**src/design/dpa_pkg.sv**
```systemverilog
// constants and types for the decorated peripheral access unit
package dpa_pkg;

  // ----------------------------------------------------------------
  // address map
  // ----------------------------------------------------------------
  localparam logic [31:0] DPA_PERIPH_BASE = 32'h4000_0000;
  localparam logic [31:0] DPA_GAP_LO = 32'h4008_0000;
  localparam logic [31:0] DPA_GAP_HI = 32'h400E_FFFF;
  localparam logic [2:0] DPA_DEC_TOP = 3'h2;
  localparam int DPA_TOP_HI = 31;
  localparam int DPA_TOP_LO = 29;
  localparam int DPA_SEM_HI = 28;
  localparam int DPA_SEM_LO = 19;
  localparam int DPA_OP_HI = 28;
  localparam int DPA_OP_LO = 26;
  localparam int DPA_MEM_W = 20;
  localparam int DPA_BIT_HI = 25;
  localparam int DPA_BIT_LO = 21;
  localparam int DPA_BFP_HI = 27;
  localparam int DPA_BFP_LO = 23;
  localparam int DPA_BFW_HI = 22;
  localparam int DPA_BFW_LO = 19;

  // ----------------------------------------------------------------
  // operation codes in the decoration field
  // ----------------------------------------------------------------
  localparam logic [2:0] DPA_OP_NONE = 3'h0;
  localparam logic [2:0] DPA_OP_AND = 3'h1;
  localparam logic [2:0] DPA_OP_OR_LAC = 3'h2;
  localparam logic [2:0] DPA_OP_XOR_LAS = 3'h3;

  // ----------------------------------------------------------------
  // bus encodings
  // ----------------------------------------------------------------
  localparam logic [1:0] DPA_HTRANS_IDLE = 2'h0;
  localparam logic [1:0] DPA_HTRANS_NONSEQ = 2'h2;
  localparam logic [2:0] DPA_HSIZE_BYTE = 3'h0;
  localparam logic [2:0] DPA_HSIZE_HALF = 3'h1;
  localparam logic [2:0] DPA_HSIZE_WORD = 3'h2;
  localparam logic [31:0] DPA_RESET_ADDR = 32'h0000_0000;
  localparam logic [31:0] DPA_RESET_DATA = 32'h0000_0000;

  typedef enum logic [2:0] {
    DPA_ST_IDLE = 3'b000,
    DPA_ST_PASS = 3'b001,
    DPA_ST_XTRACT = 3'b010,
    DPA_ST_RMW1 = 3'b011,
    DPA_ST_RMW2 = 3'b100,
    DPA_ST_ERR1 = 3'b101,
    DPA_ST_ERR2 = 3'b110
  } dpa_state_type;

  // captured address-phase attributes of a decorated access
  typedef struct packed {
    logic [31:0] addr;
    logic [2:0] size;
    logic write;
    logic [2:0] op;
    logic [4:0] pos;
    logic [4:0] wm1;
  } dpa_req_type;

  localparam dpa_req_type DPA_REQ_RESET = '0;

endpackage

```
**src/design/dpa_unit.sv**
```systemverilog
// decorated peripheral access unit: ahb pipeline stage with atomic read-modify-write
// Summary of operation
// - decoration honoured only for core accesses
// - operation semantic taken from address bits 28:19
// - 0x4400_0000..0x5FFF_FFFF is decorated space
// - strip decoration from forwarded address
// - peripheral space 512 KB plus 64 KB
// - gap 0x4008_0000..0x400E_FFFF gets error
// - ahb slave in, ahb master out
// - two stages: address phase, data phase
// - plain accesses pass through combinationally
// - decorated access other than field extract becomes read then write
// - loads: field extract, load-and-set, load-and-clear
// - stores: field insert, and, or, xor
// - byte, halfword and word sizes supported
// - keep idle output bus steady
// - behaviour set by address only
// - one clock domain throughout
// - both buses ahb, 32-bit data
// - drive upstream response, take downstream response
// - no software registers
// - store: modify in first, write in second
// - decoration 001 selects logical and
// - downstream wait states stall upstream equally
module dpa_unit
  import dpa_pkg::*;
(
  // clock and reset
  input wire logic clk_sys,
  input wire logic rst_b,
  // upstream_bus: slave side toward the crossbar
  input wire logic upstream_hsel,
  input wire logic [31:0] upstream_haddr,
  input wire logic [1:0] upstream_htrans,
  input wire logic upstream_hwrite,
  input wire logic [2:0] upstream_hsize,
  input wire logic [31:0] upstream_hwdata,
  input wire logic upstream_hready,
  input wire logic upstream_from_core,
  output logic upstream_hreadyout,
  output logic [31:0] upstream_hrdata,
  output logic upstream_hresp,
  // downstream_bus: master side toward periph_bus_bridge
  output logic [31:0] downstream_haddr,
  output logic [1:0] downstream_htrans,
  output logic downstream_hwrite,
  output logic [2:0] downstream_hsize,
  output logic [31:0] downstream_hwdata,
  input wire logic downstream_hready,
  input wire logic [31:0] downstream_hrdata,
  input wire logic downstream_hresp
);

  // ----------------------------------------------------------------
  // lane and field helpers
  // ----------------------------------------------------------------
  function automatic logic [4:0] lane_shift(input logic [2:0] size, input logic [1:0] lane);
    if (size == DPA_HSIZE_BYTE) begin
      return {lane, 3'b000};
    end else if (size == DPA_HSIZE_HALF) begin
      return {lane[1], 4'b0000};
    end
    return 5'd0;
  endfunction

  function automatic logic [31:0] size_mask(input logic [2:0] size);
    if (size == DPA_HSIZE_BYTE) begin
      return 32'h0000_00FF;
    end else if (size == DPA_HSIZE_HALF) begin
      return 32'h0000_FFFF;
    end
    return 32'hFFFF_FFFF;
  endfunction

  // mask of wm1+1 bits at pos inside the operand, moved to its byte lane
  function automatic logic [31:0] field_mask(input dpa_req_type r);
    logic [63:0] f;
    f = ((64'h1 << (6'(r.wm1) + 6'd1)) - 64'h1) << r.pos;
    return (f[31:0] & size_mask(r.size)) << lane_shift(r.size, r.addr[1:0]);
  endfunction

  // unsigned extract, result placed at the low end of the operand lane
  function automatic logic [31:0] extract(input dpa_req_type r, input logic [31:0] rd);
    logic [4:0] sh;
    logic [63:0] w;
    sh = lane_shift(r.size, r.addr[1:0]);
    w = (64'h1 << (6'(r.wm1) + 6'd1)) - 64'h1;
    return (((rd >> sh) >> r.pos) & w[31:0] & size_mask(r.size)) << sh;
  endfunction

  // ----------------------------------------------------------------
  // address-phase decode of the incoming request
  // ----------------------------------------------------------------
  dpa_state_type state;
  dpa_state_type next_state;
  dpa_req_type cap;
  dpa_req_type in_req;
  logic [31:0] rmw_wdata;
  logic [31:0] load_rdata;
  logic [31:0] held_addr;
  logic [2:0] held_size;
  logic held_write;
  logic [2:0] in_op;
  logic in_dec;
  logic [31:0] in_mem;
  logic in_gap;
  logic in_bad;
  logic open_state;
  logic accept;
  logic in_rmw;
  assign in_op = upstream_haddr[DPA_OP_HI:DPA_OP_LO];
  // decorated space is the 448 MB alias above the periph window
  assign in_dec = (upstream_haddr[DPA_TOP_HI:DPA_TOP_LO] == DPA_DEC_TOP)
                  && (in_op != DPA_OP_NONE);
  // decoration is dropped: only mem_addr reaches the bridge
  assign in_mem = in_dec ? (DPA_PERIPH_BASE | 32'(upstream_haddr[DPA_MEM_W-1:0]))
                         : upstream_haddr;
  assign in_gap = (in_mem >= DPA_GAP_LO) && (in_mem <= DPA_GAP_HI);
  // and-decoration has no load meaning; only core may decorate
  assign in_bad = in_gap
                  || (in_dec && !upstream_from_core)
                  || (in_dec && !upstream_hwrite && in_op == DPA_OP_AND)
                  || (in_dec && upstream_hsize > DPA_HSIZE_WORD);
  assign open_state = (state == DPA_ST_IDLE) || (state == DPA_ST_PASS)
                      || (state == DPA_ST_XTRACT) || (state == DPA_ST_RMW2)
                      || (state == DPA_ST_ERR2);
  assign accept = open_state && upstream_hsel && upstream_htrans[1] && upstream_hready;
  // field extract is the only decorated access with no write-back
  assign in_rmw = upstream_hwrite || !in_op[2];

  always_comb begin
    in_req = DPA_REQ_RESET;
    in_req.addr = in_mem;
    in_req.size = upstream_hsize;
    in_req.write = upstream_hwrite;
    in_req.op = in_op;
    if (in_op[2]) begin
      in_req.pos = upstream_haddr[DPA_BFP_HI:DPA_BFP_LO];
      in_req.wm1 = {1'b0, upstream_haddr[DPA_BFW_HI:DPA_BFW_LO]};
    end else begin
      in_req.pos = upstream_haddr[DPA_BIT_HI:DPA_BIT_LO];
      in_req.wm1 = 5'd0;
    end
  end

  // ----------------------------------------------------------------
  // pipeline state
  // ----------------------------------------------------------------
  always_comb begin
    next_state = state;
    unique case (state)
      DPA_ST_IDLE, DPA_ST_PASS, DPA_ST_XTRACT, DPA_ST_RMW2, DPA_ST_ERR2: begin
        if (accept) begin
          if (in_bad) begin
            next_state = DPA_ST_ERR1;
          end else if (in_dec && in_rmw) begin
            next_state = DPA_ST_RMW1;
          end else if (in_dec) begin
            next_state = DPA_ST_XTRACT;
          end else begin
            next_state = DPA_ST_PASS;
          end
        end else if (upstream_hready) begin
          next_state = DPA_ST_IDLE;
        end
      end
      DPA_ST_RMW1: begin
        // a failed read aborts the write-back
        if (downstream_hresp) begin
          next_state = DPA_ST_ERR2;
        end else if (downstream_hready) begin
          next_state = DPA_ST_RMW2;
        end
      end
      DPA_ST_ERR1: begin
        next_state = DPA_ST_ERR2;
      end
      default: begin
        next_state = DPA_ST_IDLE;
      end
    endcase
  end

  always_ff @(posedge clk_sys or negedge rst_b) begin
    if (!rst_b) begin
      state <= DPA_ST_IDLE;
    end else begin
      state <= next_state;
    end
  end

  always_ff @(posedge clk_sys or negedge rst_b) begin
    if (!rst_b) begin
      cap <= DPA_REQ_RESET;
    end else if (accept) begin
      cap <= in_req;
    end
  end

  // ----------------------------------------------------------------
  // modify step: runs in the read data phase
  // ----------------------------------------------------------------
  logic [31:0] fmask;
  logic [31:0] next_wdata;
  logic [31:0] next_rdata;
  assign fmask = field_mask(cap);
  always_comb begin
    next_wdata = downstream_hrdata;
    next_rdata = DPA_RESET_DATA;
    if (cap.write) begin
      if (cap.op[2]) begin
        next_wdata = (downstream_hrdata & ~fmask) | (upstream_hwdata & fmask);
      end else if (cap.op == DPA_OP_AND) begin
        next_wdata = downstream_hrdata & upstream_hwdata;
      end else if (cap.op == DPA_OP_OR_LAC) begin
        next_wdata = downstream_hrdata | upstream_hwdata;
      end else begin
        next_wdata = downstream_hrdata ^ upstream_hwdata;
      end
    end else begin
      // the old bit is returned, the new value written back
      next_rdata = extract(cap, downstream_hrdata);
      if (cap.op == DPA_OP_OR_LAC) begin
        next_wdata = downstream_hrdata & ~fmask;
      end else begin
        next_wdata = downstream_hrdata | fmask;
      end
    end
  end

  always_ff @(posedge clk_sys or negedge rst_b) begin
    if (!rst_b) begin
      rmw_wdata <= DPA_RESET_DATA;
      load_rdata <= DPA_RESET_DATA;
    end else if (state == DPA_ST_RMW1 && downstream_hready) begin
      rmw_wdata <= next_wdata;
      load_rdata <= next_rdata;
    end
  end

  // ----------------------------------------------------------------
  // downstream address phase
  // ----------------------------------------------------------------
  // plain requests go out in the same cycle, so these outputs are combinational
  always_comb begin
    downstream_haddr = held_addr;
    downstream_hsize = held_size;
    downstream_hwrite = held_write;
    downstream_htrans = DPA_HTRANS_IDLE;
    if (accept && !in_bad) begin
      downstream_haddr = in_mem;
      downstream_hsize = upstream_hsize;
      downstream_hwrite = upstream_hwrite && !in_dec;
      downstream_htrans = DPA_HTRANS_NONSEQ;
    end else if (state == DPA_ST_RMW1 && !downstream_hresp) begin
      downstream_haddr = cap.addr;
      downstream_hsize = cap.size;
      downstream_hwrite = 1'b1;
      downstream_htrans = DPA_HTRANS_NONSEQ;
    end
  end

  // last address and control are replayed while idle to save toggles
  always_ff @(posedge clk_sys or negedge rst_b) begin
    if (!rst_b) begin
      held_addr <= DPA_RESET_ADDR;
      held_size <= DPA_HSIZE_BYTE;
      held_write <= 1'b0;
    end else begin
      held_addr <= downstream_haddr;
      held_size <= downstream_hsize;
      held_write <= downstream_hwrite;
    end
  end
  assign downstream_hwdata = (state == DPA_ST_RMW2) ? rmw_wdata : upstream_hwdata;

  // ----------------------------------------------------------------
  // upstream data phase response
  // ----------------------------------------------------------------
  always_comb begin
    upstream_hreadyout = 1'b1;
    upstream_hresp = 1'b0;
    upstream_hrdata = downstream_hrdata;
    unique case (state)
      DPA_ST_PASS: begin
        upstream_hreadyout = downstream_hready;
        upstream_hresp = downstream_hresp;
      end
      DPA_ST_XTRACT: begin
        upstream_hreadyout = downstream_hready;
        upstream_hresp = downstream_hresp;
        upstream_hrdata = extract(cap, downstream_hrdata);
      end
      DPA_ST_RMW1: begin
        upstream_hreadyout = 1'b0;
        upstream_hresp = downstream_hresp;
      end
      DPA_ST_RMW2: begin
        upstream_hreadyout = downstream_hready;
        upstream_hresp = downstream_hresp;
        upstream_hrdata = load_rdata;
      end
      DPA_ST_ERR1: begin
        upstream_hreadyout = 1'b0;
        upstream_hresp = 1'b1;
      end
      DPA_ST_ERR2: begin
        upstream_hreadyout = 1'b1;
        upstream_hresp = 1'b1;
      end
      default: begin
        upstream_hreadyout = 1'b1;
      end
    endcase
  end
endmodule
```
**config.mk**
```make
export PLATFORM = sky130hd
export DESIGN_NAME = dpa_unit
export DESIGN_NICKNAME = d
export VERILOG_FILES = /design/src/design/dpa_pkg.sv /design/src/design/dpa_unit.sv
export SDC_FILE = /design/constraint.sdc
export NUM_CORES = 1
export LEC_CHECK = 0
export BUFFER_PORTS_ARGS = -buffer_cell sky130_fd_sc_hd__buf_2
export CORE_ASPECT_RATIO = 1.75
export CORE_MARGIN = 4
export CORE_UTILIZATION = 30
export CTS_BUF_LIST = sky130_fd_sc_hd__clkbuf_2
export CTS_CLUSTER_DIAMETER = 150
export DETAILED_ROUTE_END_ITERATION = 6
export PLACE_DENSITY = 0.46
export SLEW_MARGIN = 20
export SYNTH_ARGS = -nofsm -noshare
export SYNTH_HDL_FRONTEND = slang
export SYNTH_SLANG_ARGS = --single-unit
```
**constraint.sdc**
```tcl
create_clock -name clk_sys -period 6.2 [get_ports clk_sys]
set_clock_uncertainty 0.2 [all_clocks]
set_input_delay 1.24 -clock clk_sys [delete_from_list [all_inputs] [get_ports clk_sys]]
set_output_delay 1.24 -clock clk_sys [all_outputs]
set_load 0.05 [all_outputs]
```
* Word-level counts from Yosys, hierarchy flattened
Cells that the tools add are included.
** Word-level totals
- Flip-flop bits (word level) :: 152
- Logic and storage cells :: 135
- Input bits :: 109
- Output and inout bits :: 104
** Cells by class
- $add $sub $neg :: 2
- Bitwise gates (word level) :: 13
- Muxes and demuxes :: 46
- Reductions and logical operators :: 37
- $lt $le $gt $ge :: 3
- Eq/ne operators :: 13
- Shift operators :: 9
** Operator list (number)
- 32-bit 2-to-1 mux :: 17
- 32-bit AND :: 8
- 32-bit by 5-bit >> shifter with 32-bit output :: 4
- 32-bit OR :: 3
- 32-bit by 5-bit left shift with 32-bit output :: 3
- 32-bit case mux with 2 select lines :: 1
- 1-bit by 6-bit left shift with 64-bit output, first input constant :: 1
- 64-bit by 5-bit left shift with 32-bit output :: 1
- 64-bit by 1-bit subtractor with 64-bit output, second input constant :: 1
- 5-bit 2-to-1 mux :: 7
- 32-bit by 31-bit greater-or-equal comparator with 1-bit output, second input constant :: 1
- 32-bit by 31-bit <= comparator with 1-bit output, second input constant :: 1
- 32-bit NOT :: 1
- 32-bit XOR :: 1
- 3-bit 2-to-1 mux :: 7
- 1-bit logical AND :: 14
- 3-bit by 1-bit == test with 1-bit output, second input constant :: 4
- 3-bit by 2-bit == test with 1-bit output, second input constant :: 4
- 10-bit 2-to-1 mux :: 1
- 3-bit == test, second input constant :: 3
- 3-bit case mux with 3 select lines :: 1
- 1-bit logical OR :: 8
- 2-bit 2-to-1 mux :: 4
- 5-bit by 1-bit adder with 6-bit output, second input constant :: 1
- other kinds (12) :: 26

* Longest topological paths before layout
Gate-level depths: netlist of run 1.
- Word-level depth :: 12
- Depth in mapped cells :: 15
- Depth with buffers taken out :: 12

* Least setup slack after synthesis of run 1
OpenSTA, ideal clock, no wires.
- Path kind :: input to output
- Start :: in downstream_hrdata[29]
- End :: out upstream_hrdata[12]
- Arrival time :: 4.210 ns
- Path slack :: 0.550 ns
- Path buffers :: 1
- Data required time :: 4.760 ns
- Stages on the path :: 10
- Path through :: clkbuf_1 > inv_1 > mux4_2 > nor2_1 > a21oi_1 > o21ai_1 > a21oi_1 > a2111oi_4 > a21oi_1 > o21ai_0
** On the way
- Word-level cells in the longest chain between the ends :: 6
** RTL lines
- from (decl) :: line dpa_unit.sv:50 : input wire logic [31:0] downstream_hrdata,
- 32-bit by 5-bit >> shifter with 32-bit output (2 in a row) :: line dpa_unit.sv:88 : return (((rd >> sh) >> r.pos) & w[31:0] & size_mask(r.size)) << sh;
- 32-bit AND (2 in a row) :: line dpa_unit.sv:88
- 32-bit by 5-bit left shift with 32-bit output :: line dpa_unit.sv:88
- 32-bit case mux with 2 select lines :: line dpa_unit.sv:284 : unique case (state)
- to (decl) :: line dpa_unit.sv:41 : output logic [31:0] upstream_hrdata,
No other way between the ends.

* Worst setup path after layout of run 1
- Start :: reg cap[17] in the netlist's numbering
- End :: out upstream_hrdata[31]
** On the way
- Word-level cells in the longest chain between the ends :: 9
** RTL lines
- from (decl) :: line dpa_unit.sv:96 : dpa_req_type cap;
- from (signal assigned) :: line dpa_unit.sv:196 : cap <= in_req;
- 5-bit 2-to-1 mux *
- 5-bit 2-to-1 mux * :: line dpa_unit.sv:63 : return 5'd0;
- 5-bit 2-to-1 mux * :: line dpa_unit.sv:284
- 32-bit by 5-bit >> shifter with 32-bit output (2 in a row) :: line dpa_unit.sv:88
- 32-bit AND (2 in a row) :: line dpa_unit.sv:88
- 32-bit by 5-bit left shift with 32-bit output * :: line dpa_unit.sv:88
- 32-bit case mux with 2 select lines * :: line dpa_unit.sv:284
Mark *: on every way between the ends. The rest lies on a longest branch, timed or not. The select of a mux whose other input is x is not followed.

==> results of run 1 <==
==> timing repair <==
action / CTS / global route
resized for setup: 17 / 15
setup endpoints to repair: 32 / 16
hold endpoints to repair: 0 / 0
pin swaps: 3 / 4
setup buffers: 4 / 7
==> worst reg2reg max path: stages (launching register included) <==
cell	delay, ps
dfrtp_1	480
nor4_4	300
inv_2	60
ha_1	260
buf_4	210
or3b_2	530
nor3b_1	180
o21ai_0	260
a311oi_1	430
a211oi_1	100
o32ai_1	780
mux2i_1	270
a21oi_1	80
a211o_1	290
==> synthesized netlist by cell type, types with 5 or more instances <==
master and number:
o2bb2ai_1 5, mux2_2 13, a211oi_1 16, a21o_1 8, or3_1 10, a222oi_1 10
nor2_1 168, a221oi_1 20, nor4_1 12, o21ai_0 198, a22oi_1 41, nand3_1 34
or2_2 5, o32ai_1 6, o22ai_1 20, nor3_1 40, buf_4 5, o21a_1 11
dfrtp_1 151, o211ai_1 21, ha_1 65, buf_2 27, nand2_1 318, o21ai_1 15
a221o_1 11, mux4_2 24, o22a_1 7, buf_1 22, inv_1 112, a32o_1 7
a31oi_1 23, mux2i_1 153, nand4_1 6, a21oi_1 137, a211o_1 9, nor2b_1 7
o31ai_1 13, a22o_1 8, nand2b_1 6, a311oi_1 7, o221ai_1 11, a32oi_1 6
clkbuf_1 119, and3_1 9
==> metal layers <==
layer / GRT usage (%) / share of wire, %
met1: 30.8 / 37
met2: 46.4 / 49
met3: 3.93 / 5.7
met4: 18.0 / 8.3
met5: 0 / 0
==> kinds of logic after synthesis <==
group	Yosys count	share of synthesized area, %
compound gates	657	28.4
simple gates	653	19.0
other cells	2	0.0493
mux	191	14.6
flops	151	24.8
fa+ha+maj	66	5.40
buf+inv	292	7.69
xor+xnor	1	0.0575
==> where the power goes <==
group,total [mW],internal (mW),switching [mW]
Sequential,1.60,1.33,0.264
Clock,0.677,0.142,0.535
Combinational,5.87,1.79,4.08
Total,8.14,3.26,4.88
==> path summary, 6_finish.rpt <==
kind / from / end / slack [ps] / cells after the start
max: cap[17] / upstream_hrdata[31] / 190 / 13
min: rst_b / load_rdata[31] / 80 / 1
max reg2reg: cap[1] / rmw_wdata[23] / 1720 / 13
min reg2reg: cap[25] / cap[25] / 320 / 2
max in group asynchronous: rst_b / cap[11] / 4620 / 2
min in group clk_sys: upstream_haddr[0] / cap[17] / 260 / 3
==> sequential cells by signal (all words and copies together), names as in the netlist <==
signal      flops
rmw_wdata      32
held_size       3
held_write      1
held_addr      32
cap            48
state           3
load_rdata     32
==> metrics by stage <==
stage | utilization, % | area, sq um | hold slack, ps | setup WS (ps)
after CTS | 35.0 | 17700 | 77.7 | 7.96
after detailed placement | 34.2 | 17300 | 262 | 409
after global routing | 35.2 | 17800 | 97.0 | -1.58
after global placement | 34.2 | 17300 | 258 | 395
final | 35.2 | 17800 | 81.7 | 186
after floorplan | - | 15200 | 245 | 550
==> cell type report <==
| cell class | count | area share (%) |
|---|---|---|
| clock inverters | 15 | 0.993 |
| diodes | 2 | 0.0282 |
| inverters | 116 | 2.45 |
| repair buffers | 323 | 11.3 |
| clock buffers | 17 | 0.479 |
| multi-input cells | 1570 | 58.7 |
| flip-flops and latches | 151 | 21.4 |
| well taps | 666 | 4.69 |
==> impl_results.md, run 1 <==
- Most common cell after layout, fill and taps aside: nand2_1
- PnR Total Power: 8.14 mW
- Final max-slew violation count: 0
- Syn. warnings: 0
- Critical-path cell list: buf_4 -> nand2b_1 -> buf_4 -> mux2i_1 -> a221oi_4 -> mux4_2 -> nor2_1 -> a221oi_1 -> nor4b_2 -> buf_4 -> a21oi_1 -> o21ai_0 -> buf_2
- Clock slew at reported path FFs: 390 ps
- Synth Net Count: 2187
- TritonRoute pass-1 iters: 6
- Worst-margin pin slew: 1020 ps
- Asr flop ratio synth: 100%
- Commonest non-fill, non-tap cells in the layout: nand2_1, buf_2, o21ai_0, nor2_1, mux2i_1
- VDD IR-drop max: 0.223 mV
- Area of the multi-input gates: 10400 sq um
- Final setup viols: 0
- Syn Inst Count: 2013
- Max Fclk: 0.166 GHz
- Chip height: 306 microns
- CP Max Fanout: 17
- Vias in the first global route: 16500
- Largest net degree at the start of global routing: 79
- Max cap viols: 0
- Die X: 178 microns
- Die ar.: 54600 sq um
- Seq. cell area: 3790 sq um
- Final hold vios: 0
- CP Buf/Inv Count: 4
- Antenna-violating nets left: 0
- Crit share post-route: 97.0%
- Port Buffer Count: 210
- Area grow syn2layout: 16.6%
- Worst hold path type: input pin to async pin
- Clock Sinks: 151
- Gr ovfl total: 0
- Netlist cell types: 98
- Num rows: 109
- CTS tree: done
- Worst EP arrival: 4570 ps
- Slowest cell delay on critical path: 520 ps
- Core area: 50500 sq um
- Worst Setup Start Kind: flip-flop
- Slew margin rel.: 31.6%
- Clk_lat worst skew: 940 ps
- Syn avg cell area: 7.57 sq um
- Critical Path End Type: output pin
- Cts hold-fix bufs: 0
- Initial antenna violation count: 2
- Crit Path Class: flip-flop to output pin
- CTS max path bufs: 2
- Layout Cells excl Fill: 2860
- Via/cell ratio: 5.89
- Top FF cell, synth: dfrtp_1
- Effective utilization at floorplan: 30.2%
- Drt drc: 0
- PD cells: 458 nW/um^2
- Min cycle time layout: 6010 ps
- Cell area after synthesis: 15200 sq um
- IO Pins: 213
- WL final: 76.1 mm
- CTS H-tree depth: 4
- Setup tns final: 0 ps
- First-pass GRT wire length: 111 mm
- Yosys reg bits: 151
- Dpl cells: 2815
- Vias: 16800
- Largest area contributor in the netlist: dfrtp_1
- LEAKAGE: 7.93 nW
- Nets: 2353
- DRT iter0 DRCs: 1343
- Sequential element share of the synthesized area: 24.8%
- CP required: 4760 ps
- Share of cells above drive strength 1: 20.8%
- Dpl hpwl: 57.9 mm
- Avg WL per Cell: 26.6 microns
- Inserted Clock Buffers: 17
- GP Congestion: 0.975
- Slowest-stage cell, CP: dfrtp_2
- CP most frequent cell: buf_4
- Top-area cell type share of the netlist area: 24.8%
- Root Buffer: clkbuf_2
- Status: finished clean
- Filler cells: 5451
- Worst path top cell family by delay: compound AO/OA/AOI/OAI gates
- GRT Overall Usage: 27.0%
- Post-synth EDFFs: 0
- Synth area leaders: dfrtp_1, mux2i_1, nand2_1, o21ai_0, ha_1
Note: power is estimated with default switching activity, not from simulation.
==> run 2: changes to the inputs <==
Settings changed: PLACE_DENSITY 0.46 to 0.48.
Clock period 6.2 ns to 5.2 ns, I/O delays scaled along.
==> impl_results.md, run 2 (same netlist as run 1, synthesis figures left out) <==
- Die X: 178 microns
- Die ar.: 54600 sq um
- Final setup viols: 32
- First-pass GRT wire length: 115 mm
- Max cap viols: 0
- Nets: 2457
- Via/cell ratio: 5.88
- Largest net degree at the start of global routing: 97
- Final Worst Setup Slack: -427 ps
- Vias in the first global route: 17300
- Avg WL per Cell: 26.4 microns
- Status: finished with violations
- Worst EP arrival: 4390 ps
- Max Fclk: 0.178 GHz
- Num rows: 109
- Largest register by flop count: cap
- Port Buffer Count: 210
- Max reg flops: 48
- DRT iter0 DRCs: 1435
- Crit share post-route: 108%
- LEAKAGE: 8.74 nW
- CTS H-tree depth: 4
- Share of cells above drive strength 1: 27.7%
- Clk_lat worst skew: 940 ps
- PD cells: 552 nW/um^2
- IO Pins: 213
- Vias: 17400
- Root Buffer: clkbuf_2
- WL final: 78.4 mm
- Most common cell after layout, fill and taps aside: nand2_1
- Clock Sinks: 151
- Gr ovfl total: 0
- Final max-slew violation count: 0
- RSZ-0062 raised after global routing: true
- Min cycle time layout: 5630 ps
- Worst hold path type: input pin to flip-flop
- Initial antenna violation count: 1
- Crit Path Class: flip-flop to output pin
- Worst-margin pin slew: 942 ps
- CP Max Fanout: 4
- Area grow syn2layout: 29.5%
- Critical Path End Type: output pin
- Violated checks: setup timing
- CP required: 3960 ps
- Layout Cells excl Fill: 2963
- Commonest non-fill, non-tap cells in the layout: nand2_1, buf_2, buf_4, o21ai_0, nor2_1
- CTS tree: done
- Worst Setup Start Kind: flip-flop
- Antenna-violating nets left: 0
- Effective utilization at floorplan: 30.2%
- Clock slew at reported path FFs: 330 ps
- Final hold vios: 0
- Drt drc: 0
- Slew margin rel.: 37.2%
- Chip height: 306 microns
- GP Congestion: 0.984
- Inserted Clock Buffers: 17
- TritonRoute pass-1 iters: 6
- VDD IR-drop max: 0.400 mV
- GRT Overall Usage: 28.1%
- Core area: 50500 sq um
- Dpl hpwl: 59.9 mm
- Dpl cells: 2889
- Final Util: 39.1%
- CTS max path bufs: 2
-- run 2: routing by layer --
layer / share of wire (%) / wire [microns] / vias to the layer above / track usage (%)
li1: - / - / 7884 / -
met1: 36 / 28500 / 8473 / 31.4
met2: 49 / 38000 / 814 / 48.0
met3: 5.7 / 4480 / 263 / 3.95
met4: 9.3 / 7300 / 0 / 20.5
met5: 0 / 0 / - / 0
-- run 2: layout make-up --
type / count / area [sq um]
tap: 666 / 833
sequential: 151 / 3790
multi-input combinational: 1570 / 11000
antenna: 1 / 2.50
clock buffer: 17 / 85.1
fill: 5380 / 30700
clock inverter: 15 / 179
inverter: 116 / 437
timing repair buffer: 427 / 3370
-- run 2: worst paths after layout --
| path | start | to | slack, ps | cells after the start |
|---|---|---|---|---|
| hold / removal | upstream_haddr[9] | cap[26] | 100 | 3 |
| setup reg to reg | cap[2] | rmw_wdata[19] | 860 | 10 |
| setup / recovery | cap[14] | upstream_hrdata[17] | -430 | 15 |
| hold reg to reg | cap[40] | cap[40] | 320 | 2 |
| min in group asynchronous | rst_b | load_rdata[18] | 430 | 2 |
| max in group asynchronous | rst_b | cap[17] | 3290 | 3 |
-- run 2: timing repair --
item / in CTS / in global routing
cloned: 3 / 0
setup endpoints to repair: 32 / 32
buffers inserted: 25 / 13
hold buffers: 3 / 1
hold endpoints to repair: 71 / 1
resized for setup: 137 / 66
pin swaps: 17 / 29
-- run 2: worst max-delay path: stages, from the launching register on --
cell and delay [ps]:
dfrtp_2 520, buf_6 130, nor4b_4 250, buf_6 150, buf_12 110, buf_16 110
a22oi_2 70, o211ai_1 340, o211a_1 220, a221oi_2 50, mux4_2 540, a221oi_4 400
buf_6 160, a222oi_1 70, inv_1 170, buf_12 150
-- run 2: through the flow --
step                hold slack (ps)  setup TNS (ps)  power (mW)  instance area (sq um)  setup slack, ps
finish                          101           -9330        10.9                  19700             -427
detailed placement              263            -295        9.24                  18200             -155
CTS                            2.56          -11720        10.6                  19400             -532
floorplan                       245               0        6.42                  15200             74.2
global route                   12.4          -14270        11.4                  19700             -589
global placement                258            -452        9.22                  18200             -178
-- run 2: power breakdown --
group / total, mW / internal (mW) / switching [mW]
clock network: 0.834 / 0.174 / 0.660
logic: 8.16 / 2.89 / 5.27
registers: 1.89 / 1.59 / 0.301
total: 10.9 / 4.65 / 6.24
